## src/logic/spi_port_pkg.sv

```systemverilog
// Shared constants for the byte-wide SPI host/client port.
// Assumes one 40 MHz system clock and a small register port with 3-bit addresses.
`default_nettype none

package spi_port_pkg;

    // ********************************************************************
    // Register map
    // ********************************************************************
    localparam logic [2:0] ADDR_STATUS   = 3'h0;
    localparam logic [2:0] ADDR_CONTROL  = 3'h1;
    localparam logic [2:0] ADDR_FLAGS    = 3'h2;
    localparam logic [2:0] ADDR_BUFFER   = 3'h3;
    localparam logic [2:0] ADDR_RELOAD   = 3'h4;

    // ********************************************************************
    // Field positions
    // ********************************************************************
    localparam int STAT_SMP_BIT   = 7;
    localparam int STAT_CKE_BIT   = 6;
    localparam int STAT_BF_BIT    = 0;
    localparam int CTRL_WRITE_COLLISION_FLAG_BIT  = 7;
    localparam int CTRL_EN_BIT    = 5;
    localparam int CTRL_CKP_BIT   = 4;
    localparam int FLAG_DONE_BIT  = 0;

    // ********************************************************************
    // Reset values
    // ********************************************************************
    localparam logic [7:0] RST_STATUS  = 8'h00;
    localparam logic [7:0] RST_CONTROL = 8'h00;
    localparam logic [7:0] RST_BUFFER  = 8'h00;
    localparam logic [7:0] RST_RELOAD  = 8'h00;

    // ********************************************************************
    // Mode codes held in the low nibble of the control register
    // ********************************************************************
    localparam logic [3:0] MODE_HOST_DIV4   = 4'h0;
    localparam logic [3:0] MODE_HOST_DIV16  = 4'h1;
    localparam logic [3:0] MODE_HOST_DIV64  = 4'h2;
    localparam logic [3:0] MODE_HOST_TIMER  = 4'h3;
    localparam logic [3:0] MODE_CLIENT_SEL  = 4'h4;
    localparam logic [3:0] MODE_CLIENT_FREE = 4'h5;
    localparam logic [3:0] MODE_HOST_RELOAD = 4'hA;

    // ********************************************************************
    // Timing: SCK periods in system clocks and the derived half periods
    // ********************************************************************
    localparam int unsigned PERIOD_DIV4   = 4;
    localparam int unsigned PERIOD_DIV16  = 16;
    localparam int unsigned PERIOD_DIV64  = 64;
    localparam int unsigned HALF_DIV4     = PERIOD_DIV4 / 2;
    localparam int unsigned HALF_DIV16    = PERIOD_DIV16 / 2;
    localparam int unsigned HALF_DIV64    = PERIOD_DIV64 / 2;
    localparam int unsigned WORD_BITS     = 8;
    localparam int unsigned WORD_HALVES   = 2 * WORD_BITS;

    function automatic logic is_host(input logic [3:0] mode);
        return (mode == MODE_HOST_DIV4) || (mode == MODE_HOST_DIV16) ||
               (mode == MODE_HOST_DIV64) || (mode == MODE_HOST_TIMER) ||
               (mode == MODE_HOST_RELOAD);
    endfunction

    function automatic logic is_client(input logic [3:0] mode);
        return (mode == MODE_CLIENT_SEL) || (mode == MODE_CLIENT_FREE);
    endfunction

endpackage

`default_nettype wire

```

## src/logic/rate_if.sv

```systemverilog
// Link between the port core and its bit-rate generator.
// Assumes both ends sit on the same system clock.
`default_nettype none
`timescale 1ns/1ps

interface rate_if;
    logic [3:0] mode;
    logic [7:0] reload;
    logic       run;
    logic       tick;

    modport gen  (input mode, input reload, input run, output tick);
    modport user (output mode, output reload, output run, input tick);
endinterface

`default_nettype wire

```

## src/logic/rate_gen.sv

```systemverilog
// Bit-rate generator: one tick per SCK half period while a host word runs.
// Assumes timer_tick is a one-cycle pulse from logic on sys_clk.
`default_nettype none
`timescale 1ns/1ps

module rate_gen (
    // Clock and reset
    input  wire logic  sys_clk,
    input  wire logic  reset,
    // Timer source for the timer-driven rate
    input  wire logic  timer_tick,
    // Core side
    rate_if.gen        bus
);

    typedef struct packed {
        logic [9:0] cnt;
        logic       tick;
    } gen_state_t;

    gen_state_t st_ff;
    gen_state_t nxt_st;
    logic [9:0] half_len;

    always_comb begin
        case (bus.mode)
            spi_port_pkg::MODE_HOST_DIV16:  half_len = 10'(spi_port_pkg::HALF_DIV16);
            spi_port_pkg::MODE_HOST_DIV64:  half_len = 10'(spi_port_pkg::HALF_DIV64);
            spi_port_pkg::MODE_HOST_RELOAD: half_len = {1'b0, bus.reload, 1'b0} + 10'h002;
            default:                        half_len = 10'(spi_port_pkg::HALF_DIV4);
        endcase
    end

    always_comb begin
        nxt_st = st_ff;
        nxt_st.tick = 1'b0;
        if (!bus.run) begin
            nxt_st.cnt = 10'h000;
        end else if (bus.mode == spi_port_pkg::MODE_HOST_TIMER) begin
            // Each timer pulse is one SCK half, so SCK runs at half the timer rate.
            nxt_st.tick = timer_tick;
        end else if (st_ff.cnt >= half_len - 10'h001) begin
            nxt_st.cnt  = 10'h000;
            nxt_st.tick = 1'b1;
        end else begin
            nxt_st.cnt = st_ff.cnt + 10'h001;
        end
    end

    always_ff @(posedge sys_clk) begin
        if (reset) begin
            st_ff <= '0;
        end else begin
            st_ff <= nxt_st;
        end
    end

    assign bus.tick = st_ff.tick;

endmodule

`default_nettype wire

```

## src/logic/spi_host_client_port.sv

```systemverilog
// Byte-wide full-duplex SPI port that runs as SCK host or as selected client.
// Assumes a register port on sys_clk; SCK, SDI and select arrive from pins and are synchronised.
//
// Chosen here: the address-and-strobe port and the address map.
`default_nettype none
`timescale 1ns/1ps

module spi_host_client_port (
    // Clock and reset
    input  wire logic       sys_clk,
    input  wire logic       reset,
    // Register port
    input  wire logic [2:0] reg_addr,
    input  wire logic [7:0] reg_wdata,
    input  wire logic       reg_wr,
    input  wire logic       reg_rd,
    output logic      [7:0] reg_rdata,
    // Timer pulse for the timer-driven host rate
    input  wire logic       timer_tick,
    // Serial pins
    input  wire logic       sck_in,
    output logic            sck_out,
    output logic            sck_oe,
    input  wire logic       sdi,
    output logic            sdo_out,
    output logic            sdo_oe,
    input  wire logic       sel_n
);

    typedef struct packed {
        logic       en;
        logic [3:0] mode;
        logic       ckp;
        logic       cke;
        logic       smp;
        logic       write_collision_flag;
        logic       bf;
        logic       done;
        logic [7:0] buffer;
        logic [7:0] reload;
        logic [7:0] shreg;
        logic [2:0] cnt;
        logic [4:0] half;
        logic       pend;
        logic [1:0] cap_dly;
        logic       busy;
        logic       sck;
        logic       sdo;
        logic       sdo_oe;
        logic       sck_oe;
        logic [7:0] rdata;
        logic       sck_s1;
        logic       sck_s2;
        logic       sck_d;
        logic       sel_s1;
        logic       sel_s2;
        logic       sdi_s1;
        logic       sdi_s2;
    } port_state_t;

    port_state_t st_ff;
    port_state_t nxt_st;

    // ********************************************************************
    // Bit-rate generator
    // ********************************************************************
    rate_if rif ();

    assign rif.mode   = st_ff.mode;
    assign rif.reload = st_ff.reload;
    assign rif.run    = st_ff.busy;

    rate_gen u_rate (
        .sys_clk    (sys_clk),
        .reset      (reset),
        .timer_tick (timer_tick),
        .bus        (rif)
    );

    // ********************************************************************
    // Next-state logic
    // ********************************************************************
    logic       host;
    logic       client;
    logic       sel_ctl;
    logic       selected;
    logic       lead;
    logic       trail;
    logic       cap_edge;
    logic       out_edge;
    logic       shift_now;
    logic       word_done;
    logic       shifting;
    logic       buf_wr;
    logic [7:0] shifted;

    always_comb begin
        nxt_st    = st_ff;
        host      = st_ff.en && spi_port_pkg::is_host(st_ff.mode);
        client    = st_ff.en && spi_port_pkg::is_client(st_ff.mode);
        sel_ctl   = st_ff.mode == spi_port_pkg::MODE_CLIENT_SEL;
        selected  = !sel_ctl || !st_ff.sel_s2;
        lead      = 1'b0;
        trail     = 1'b0;
        shift_now = 1'b0;
        word_done = 1'b0;
        shifted   = {st_ff.shreg[6:0], st_ff.sdi_s2};
        shifting  = host ? st_ff.busy : (client && st_ff.cnt != 3'h0);
        buf_wr    = reg_wr && reg_addr == spi_port_pkg::ADDR_BUFFER;

        // Pin inputs pass two flops before anything looks at them.
        nxt_st.sck_s1 = sck_in;
        nxt_st.sck_s2 = st_ff.sck_s1;
        nxt_st.sck_d  = st_ff.sck_s2;
        nxt_st.sel_s1 = sel_n;
        nxt_st.sel_s2 = st_ff.sel_s1;
        nxt_st.sdi_s1 = sdi;
        nxt_st.sdi_s2 = st_ff.sdi_s1;

        // Register writes.
        if (reg_wr) begin
            case (reg_addr)
                spi_port_pkg::ADDR_STATUS: begin
                    // Only the upper two status bits take writes.
                    nxt_st.smp = reg_wdata[spi_port_pkg::STAT_SMP_BIT];
                    nxt_st.cke = reg_wdata[spi_port_pkg::STAT_CKE_BIT];
                end
                spi_port_pkg::ADDR_CONTROL: begin
                    nxt_st.write_collision_flag = st_ff.write_collision_flag && reg_wdata[spi_port_pkg::CTRL_WRITE_COLLISION_FLAG_BIT];
                    nxt_st.en   = reg_wdata[spi_port_pkg::CTRL_EN_BIT];
                    nxt_st.ckp  = reg_wdata[spi_port_pkg::CTRL_CKP_BIT];
                    nxt_st.mode = reg_wdata[3:0];
                end
                spi_port_pkg::ADDR_FLAGS: begin
                    nxt_st.done = st_ff.done && reg_wdata[spi_port_pkg::FLAG_DONE_BIT];
                end
                spi_port_pkg::ADDR_RELOAD: begin
                    nxt_st.reload = reg_wdata;
                end
                default: begin
                end
            endcase
        end

        // The shift register has no address of its own; the buffer is the only way in.
        if (buf_wr) begin
            if (shifting || st_ff.write_collision_flag) begin
                nxt_st.write_collision_flag = 1'b1;
            end else begin
                nxt_st.buffer = reg_wdata;
                nxt_st.shreg  = reg_wdata;
                nxt_st.sdo    = reg_wdata[7];
                if (host) begin
                    nxt_st.busy = 1'b1;
                    nxt_st.half = 5'h00;
                    nxt_st.cnt  = 3'h0;
                    nxt_st.pend = 1'b0;
                    nxt_st.cap_dly = 2'h0;
                end
            end
        end

        // Reading the buffer empties it; a completion in the same cycle wins below.
        if (reg_rd && reg_addr == spi_port_pkg::ADDR_BUFFER) begin
            nxt_st.bf = 1'b0;
        end

        // Find SCK edges: generated in host role, observed in client role.
        if (host && st_ff.busy && rif.tick && st_ff.half < 5'(spi_port_pkg::WORD_HALVES)) begin
            nxt_st.sck  = !st_ff.sck;
            nxt_st.half = st_ff.half + 5'h01;
            lead        = st_ff.sck == st_ff.ckp;
            trail       = !lead;
        end else if (client && selected && st_ff.sck_s2 != st_ff.sck_d) begin
            lead  = st_ff.sck_d == st_ff.ckp;
            trail = !lead;
        end

        cap_edge = st_ff.cke ? lead : trail;
        out_edge = st_ff.cke ? trail : lead;

        // SDI reaches the host two cycles late through its synchroniser, so a host capture
        // shifts two cycles after its SCK edge; otherwise the fastest rate would take the
        // previous bit. A late sample point holds the capture back by one half period instead.
        nxt_st.cap_dly = {st_ff.cap_dly[0], 1'b0};
        if (host && st_ff.pend && rif.tick) begin
            shift_now   = 1'b1;
            nxt_st.pend = 1'b0;
        end else if (cap_edge && host && st_ff.smp) begin
            nxt_st.pend = 1'b1;
        end else if (cap_edge && host) begin
            nxt_st.cap_dly[0] = 1'b1;
        end else if (cap_edge) begin
            shift_now = 1'b1;
        end
        if (host && st_ff.cap_dly[1]) begin
            shift_now = 1'b1;
        end

        if (shift_now) begin
            nxt_st.shreg = shifted;
            nxt_st.cnt   = st_ff.cnt + 3'h1;
            word_done    = st_ff.cnt == 3'(spi_port_pkg::WORD_BITS - 1);
        end
        if (out_edge) begin
            nxt_st.sdo = shift_now ? st_ff.shreg[6] : st_ff.shreg[7];
        end

        // A client's shift register is free again at once, a host's only when busy drops after edge sixteen; the word waits in the buffer.
        if (word_done) begin
            nxt_st.buffer = shifted;
            nxt_st.bf     = 1'b1;
            nxt_st.done   = 1'b1;
        end

        if (host) begin
            if (st_ff.busy && st_ff.half == 5'(spi_port_pkg::WORD_HALVES) && !st_ff.pend
                    && st_ff.cap_dly == 2'h0) begin
                nxt_st.busy = 1'b0;
            end
            if (!st_ff.busy && !buf_wr) begin
                nxt_st.sck = st_ff.ckp;
            end
        end

        // Deselect aborts the word wherever it stands.
        if (client && !selected) begin
            nxt_st.cnt  = 3'h0;
            nxt_st.pend = 1'b0;
        end

        if (!st_ff.en) begin
            nxt_st.busy = 1'b0;
            nxt_st.cnt  = 3'h0;
            nxt_st.half = 5'h00;
            nxt_st.pend = 1'b0;
            nxt_st.cap_dly = 2'h0;
            nxt_st.sck  = st_ff.ckp;
        end

        nxt_st.sck_oe = host;
        nxt_st.sdo_oe = host || (client && selected);

        // Read data stand for exactly one cycle after the strobe.
        nxt_st.rdata = 8'h00;
        if (reg_rd) begin
            case (reg_addr)
                spi_port_pkg::ADDR_STATUS:
                    nxt_st.rdata = {st_ff.smp, st_ff.cke, 5'h00, st_ff.bf};
                spi_port_pkg::ADDR_CONTROL:
                    nxt_st.rdata = {st_ff.write_collision_flag, 1'b0, st_ff.en, st_ff.ckp, st_ff.mode};
                spi_port_pkg::ADDR_FLAGS:
                    nxt_st.rdata = {7'h00, st_ff.done};
                spi_port_pkg::ADDR_BUFFER:
                    nxt_st.rdata = st_ff.buffer;
                spi_port_pkg::ADDR_RELOAD:
                    nxt_st.rdata = st_ff.reload;
                default:
                    nxt_st.rdata = 8'h00;
            endcase
        end
    end

    // ********************************************************************
    // State register
    // ********************************************************************
    always_ff @(posedge sys_clk) begin
        if (reset) begin
            st_ff        <= '0;
            st_ff.buffer <= spi_port_pkg::RST_BUFFER;
            st_ff.reload <= spi_port_pkg::RST_RELOAD;
            st_ff.sel_s1 <= 1'b1;
            st_ff.sel_s2 <= 1'b1;
        end else begin
            st_ff <= nxt_st;
        end
    end

    assign reg_rdata = st_ff.rdata;
    assign sck_out   = st_ff.sck;
    assign sck_oe    = st_ff.sck_oe;
    assign sdo_out   = st_ff.sdo;
    assign sdo_oe    = st_ff.sdo_oe;

    // Edge count within one host word, read only by the checks.
    logic [4:0] edge_cnt_ff;
    always_ff @(posedge sys_clk) begin
        if (reset || (buf_wr && !shifting && !st_ff.write_collision_flag)) begin
            edge_cnt_ff <= 5'h00;
        end else if (host && st_ff.busy && st_ff.sck != nxt_st.sck) begin
            edge_cnt_ff <= edge_cnt_ff + 5'h01;
        end
    end
endmodule

`default_nettype wire

```

## config.mk

```make
export PLATFORM = sky130hd
export DESIGN_NAME = spi_host_client_port
export DESIGN_NICKNAME = d
export VERILOG_FILES = /design/src/logic/spi_port_pkg.sv /design/src/logic/rate_if.sv /design/src/logic/rate_gen.sv /design/src/logic/spi_host_client_port.sv
export SDC_FILE = /design/constraint.sdc
export NUM_CORES = 1
export LEC_CHECK = 0
export BUFFER_PORTS_ARGS = -buffer_cell sky130_fd_sc_hd__buf_2
export CAP_MARGIN = 10
export CORE_MARGIN = 2
export CORE_UTILIZATION = 40
export DETAILED_ROUTE_END_ITERATION = 16
export HOLD_SLACK_MARGIN = 0.12
export PLACE_DENSITY = 0.6
export RECOVER_POWER = 50
export SYNTH_ARGS = -nofsm -noshare
export SYNTH_HDL_FRONTEND = slang
export SYNTH_SLANG_ARGS = --single-unit
```

## constraint.sdc

```tcl
create_clock -name sys_clk -period 7.67 [get_ports sys_clk]
set_input_delay 0.767 -clock sys_clk [delete_from_list [all_inputs] [get_ports sys_clk]]
set_output_delay 0.767 -clock sys_clk [all_outputs]
set_load 0.1 [all_outputs]
```

==> results of run 1 <==
==> worst paths after layout <==
check / start / end / slack (ps) / cells past startpoint
setup reg to reg: rif.mode[2]$_SDFFE_PP0P_ / u_rate.st_ff[8]$_SDFFE_PP0N_ / 4240 / 11
hold / removal: nxt_st[2]$_SDFF_PP1_ / st_ff[2]$_SDFF_PP1_ / 420 / 1
hold reg to reg: nxt_st[2]$_SDFF_PP1_ / st_ff[2]$_SDFF_PP1_ / 420 / 1
setup / recovery: rif.mode[2]$_SDFFE_PP0P_ / u_rate.st_ff[8]$_SDFFE_PP0N_ / 4240 / 11
==> per-stage QoR <==
step	utilization (%)	hold slack, ps	power (mW)	cells	instance area [sq um]
2_1_floorplan	-	389	0.454	471	4060
3_3_place_gp	42.8	392	0.469	603	4200
3_5_place_dp	42.8	404	0.469	603	4200
4_1_cts	44.9	431	0.793	619	4410
5_1_grt	44.7	456	0.814	619	4390
6_report	44.7	421	0.786	619	4390
==> power by group <==
part           switching [mW]  leakage (nW)  internal [mW]
Combinational          0.0312         0.874         0.0177
Sequential            0.00600         0.623          0.405
Clock                   0.165         0.103          0.162
==> registers in the layout, summed over array words and instances (netlist names) <==
signal and flops:
sdo_out 1, u_rate.st_ff 10, u_rate.bus.tick 1, rif.reload 8
rif.mode 4, sck_out 1, reg_rdata 8, shifted 8
sdo_oe 1, sck_oe 1, rif.run 1, nxt_st 4
st_ff 29
==> cell type report <==
cell class	count	area, sq um	share of cell area (%)
repair buffers	32	148	3.36
inverters	20	75.1	1.71
clock buffers	10	138	3.13
clock inverters	6	68.8	1.57
well taps	133	166	3.79
flip-flops and latches	77	1540	35.1
multi-input cells	341	2250	51.3
==> per-layer routing <==
metal	vias to the layer above	share of wire [%]
li1	1663	-
met1	1582	49
met2	54	46
met3	10	3.7
met4	0	1.4
met5	-	0
==> synth_stat cells, types with 3 or more instances <==
cell type	count
dfxtp_1	77
nor2_1	64
nand2_1	48
a21oi_1	34
inv_1	19
mux2i_1	19
ha_1	17
nand3_1	16
o21ai_0	14
xor2_1	14
clkbuf_1	13
buf_4	11
xnor2_1	10
a311oi_1	9
nor2b_1	9
nand4_1	8
nor3_1	8
a311oi_2	7
nand2b_1	6
a31oi_1	4
buf_2	4
nand3b_1	4
or2_2	4
a21o_1	3
buf_1	3
or3_1	3
==> worst register-to-register path, stage by stage, from the launching register on <==
cell,delay [ps]
dfxtp_1,610
and4bb_1,320
a32o_1,260
a211oi_2,270
nand3_1,170
nor3_2,220
xnor2_1,140
ha_1,260
a21o_1,170
a221oi_2,520
o21ai_1,270
nor2_1,150
==> cells by family after synthesis <==
kind of cell | synth area share [%]
and+or+nand+nor | 22.8
AOI/OAI and AO/OA | 17.1
DFF | 38.0
buffers and inverters | 6.42
xor gates and xnor gates | 5.18
muxes | 5.24
adders and majority gates | 5.24
==> layout by cell type, fill, tap and decap left out, drive strengths merged, types with 17 or more instances in the layout <==
cell type | synthesis | routed
inv | 20 | 22
nand2 | 48 | 48
ha | 17 | 17
clkbuf | 13 | 22
buf | 20 | 20
dfxtp | 77 | 77
nor2 | 65 | 65
a21oi | 34 | 34
mux2i | 19 | 19
==> impl_metrics.toml, run 1 <==
[outcome]
outcome = "finished with violations"
violations = "max-capacitance violations, max-slew violations"

[clocking]
cts_resized = 0
h-tree-depth = 3
insertion_delay_ps = 360
root_buffer = "clkbuf_8"
clk_pin_slew_ps = 100
clock_sinks = 77
cts_buffers = 9
clockBufferDepth = 2
cts_tree = "built"
hold_buffers = 0
cts_setup_buffers = 0

[timing]
timing_worst_slew_pin_value_ps = 2350
rsz0062_at_grt = "false"
fmax_mhz = 291
slew_violations = 51
max_slew_margin_pct = -56.9
setup_violations = 0
worst_slack_ps = 4240
min_period_ps = 3430
fin_crit_sh_pct = 44.8
finalSetupTns_ps = 0
skew_ps = 18.2
hold_violations = 0

[critical_path]
path_max_fanout = 14
cpMaxStageDelayCell = "dfxtp_1"
critPathTopFamily = "compound AO/OA/AOI/OAI gates"
start_kind = "register"
crit_chain = "and4bb_1 -> a32o_1 -> a211oi_2 -> nand3_1 -> nor3_2 -> xnor2_1 -> ha_1 -> a21o_1 -> a221oi_2 -> o21ai_1 -> nor2_1"
cp_slowest_stage_delay_ps = 610
path_class = "reg -> reg"
cp.buffers_inverters = 0
arrival_ps = 3730
cp-end-kind = "register"
cp.required_ps = 7970

[drt]
wirelength_microns = 9080
post_drt_via_cell_ratio = 5.35
first_pass_iters = 5
ant_nets = 0
drt_iter0_drc = 132
wl_per_cell_microns = 14.7
vias = 3309
drcViolationCount = 0

[synthesis]
ys_seq_area_share_pct = 38.0
yosys-top-cells-area = "dfxtp_1 (38%), nor2_1 (5.9%), ha_1 (5.2%)"
synthCells = 471
synth_top_area_share_pct = 38.0
async_reset_ff_share_pct = 0
syn_avg_cell_area_sq_um = 8.61
synth_cell_types = 59
synth_top_area_cell = "dfxtp_1"
synth_seq_cells = 77
ys.flop_type = "dfxtp_1"
synth_area_sq_um = 4060
syn_nets = 507
synth_warnings = 0
synth-edff-count = 0

[global_route]
grt_pass1_wl_microns = 15300
grtUsageTotal_pct = 17.1
antenna_found_initial = 0
use_met3_pct = 3.06
grt_pass1_vias = 3026
grt-ovfl-total = 0
grt_max_degree = 51
grt-busiest-layer = "met2"
use_met2_pct = 26.4
grt_use_met1_pct = 24.0

[place]
dp_hpwl_microns = 6470
routabilityCongestion = 0.836
pre_cts_ws_ps = 4260
port-buffer-count = 30

[floorplan]
core_area_sq_um = 9820
ios = 31
dieArea_sq_um = 11000
die_width_microns = 105
fp.dieH_microns = 105
std_cell_rows = 36
start_util_pct = 41.3

[layout]
area_growth_pct = 8.27
nFillCells = 1015
final_layout_size_suffix_gt1_share_pct = 12.6
nets = 517
num_antenna_cells = 0

[pwr]
p_leak_nw = 1.60
power.ir.vdd_worst_mv = 0.0876
p_per_area_nw_per_um2 = 179

[hold_path]
hold_class = "reg -> reg"

[run]
drv_cap = 1
Note: power is estimated with default switching activity, not from simulation.
==> inputs of run 2 (changes only) <==
==> constraint.sdc (replaced) <==
create_clock -name sys_clk -period 3.6 [get_ports sys_clk]
set_input_delay 0.36 -clock sys_clk [delete_from_list [all_inputs] [get_ports sys_clk]]
set_output_delay 0.36 -clock sys_clk [all_outputs]
set_load 0.1 [all_outputs]
==> impl_metrics.toml, run 2 (synthesized netlist as in run 1, its figures left out) <==
[timing]
rsz0062_at_grt = "false"
fin_crit_sh_pct = 88.2
hold_ws_ps = 194
skew_ps = 10.7
finalSetupTns_ps = 0
min_period_ps = 3180
slew_violations = 35
fmax_mhz = 315
hold_violations = 0
setup_violations = 0
max_slew_margin_pct = -10.5
timing_worst_slew_pin_value_ps = 1660

[clocking]
clock_sinks = 77
hold_buffers = 0
h-tree-depth = 3
clockBufferDepth = 2
cts_buffers = 9
cts_tree = "built"
root_buffer = "clkbuf_8"
clk_pin_slew_ps = 80
insertion_delay_ps = 350

[floorplan]
std_cell_rows = 36
core_area_sq_um = 9820
start_util_pct = 41.3
fp.dieH_microns = 105
ios = 31
dieArea_sq_um = 11000
die_width_microns = 105

[layout]
final_cell_mix = "dfxtp_1 (76), nor2_1 (64), nand2_1 (48)"
final_common_cell = "dfxtp_1"
largest_reg_flops = 29
final_layout_size_suffix_gt1_share_pct = 12.9
num_antenna_cells = 0
regMostFlops = "st_ff"
nFillCells = 1007
nets = 519
top_regs = "st_ff x29, u_rate.st_ff x10"
area_growth_pct = 8.70

[drt]
vias = 3333
wirelength_microns = 9000
drt_iter0_drc = 141
wl_per_cell_microns = 14.5
post_drt_via_cell_ratio = 5.37
drcViolationCount = 0
first_pass_iters = 5
ant_nets = 0

[pwr]
power.ir.vdd_worst_mv = 0.189
p_per_area_nw_per_um2 = 376
p_leak_nw = 1.60

[global_route]
grt-busiest-layer = "met2"
grt_pass1_wl_microns = 15100
use_met2_pct = 26.3
grt_use_met1_pct = 23.7
grt-ovfl-total = 0
grt_pass1_vias = 3025
grt_max_degree = 35
antenna_found_initial = 0
grtUsageTotal_pct = 16.9
use_met3_pct = 4.30

[place]
dp_hpwl_microns = 6550
routabilityCongestion = 0.827
port-buffer-count = 30

[critical_path]
cp-end-kind = "register"
start_kind = "register"
reg2regPathDepth = 14
arrival_ps = 3410
cp.required_ps = 3830
path_max_fanout = 8
path_class = "reg -> reg"

[outcome]
violations = "max-capacitance violations, max-slew violations"
outcome = "finished with violations"

[hold_path]
hold_class = "in -> reg"
hold_depth = 2

[run]
drv_cap = 1
## run 2: cell count changes in the layout (fill, tap and decap cells not counted)
cell and change:
clkbuf_1 +1, clkinvlp_4 +1, buf_2 -1, buf_4 +2
clkinv_2 -1, dfxtp_1 -1, inv_6 -1, dfxtp_2 +1
clkinv_4 +1
## run 2: timing repair
action,4_1_cts,5_1_grt
setup buffers,0,0
gates resized for setup,0,1
endpoints found under the setup margin,0,4
## run 2: worst max-delay path: stages, from the launching register on
cell	delay, ps
dfxtp_1	460
ha_1	280
xor2_1	120
a32o_1	250
a211oi_2	270
nand3_1	160
nor3_2	220
xnor2_1	90
ha_1	290
nand4_1	70
a21oi_1	150
a221oi_2	80
buf_4	170
o21ai_1	350
nor2_1	90
## run 2: cell type report
class,count,area (sq um),share of cell area [%]
timing repair buffer,34,161,3.66
clock buffer,10,138,3.12
inverter,20,75.1,1.70
clock inverter,6,71.3,1.62
sequential,77,1540,35.0
multi-input combinational,341,2250,51.1
tap,133,166,3.77
## run 2: final timing paths
| path | start | endpoint | slack, ps |
|---|---|---|---|
| min reg2reg | nxt_st[2]$_SDFF_PP1_ | st_ff[2]$_SDFF_PP1_ | 420 |
| min | sel_n | nxt_st[2]$_SDFF_PP1_ | 190 |
| max | rif.reload[0]$_SDFFE_PP0P_ | u_rate.st_ff[9]$_SDFFE_PP0N_ | 420 |
| max reg2reg | rif.reload[0]$_SDFFE_PP0P_ | u_rate.st_ff[9]$_SDFFE_PP0N_ | 420 |
## run 2: per-stage QoR
stage | area, sq um | utilization, % | worst slack [ps] | instances | total power, mW
floorplan | 4060 | - | 701 | 471 | 0.968
global placement | 4220 | 43.0 | 461 | 605 | 0.999
detailed placement | 4220 | 43.0 | 333 | 605 | 1.00
CTS | 4430 | 45.1 | 321 | 621 | 1.68
global route | 4410 | 44.9 | 74.7 | 621 | 1.73
finish | 4410 | 44.9 | 424 | 621 | 1.66
## run 2: layer usage
metal | vias to the layer above | routed length [microns]
met5 | - | 0
met4 | 0 | 59
met3 | 4 | 300
met2 | 53 | 4170
met1 | 1605 | 4470
li1 | 1671 | -
## run 2: where the power goes
part / leakage (nW) / total, mW / internal, mW / switching [mW]
sequential: 0.623 / 0.876 / 0.863 / 0.0127
clock: 0.0991 / 0.680 / 0.344 / 0.336
combinational: 0.881 / 0.104 / 0.0375 / 0.0664
total: 1.60 / 1.66 / 1.24 / 0.415
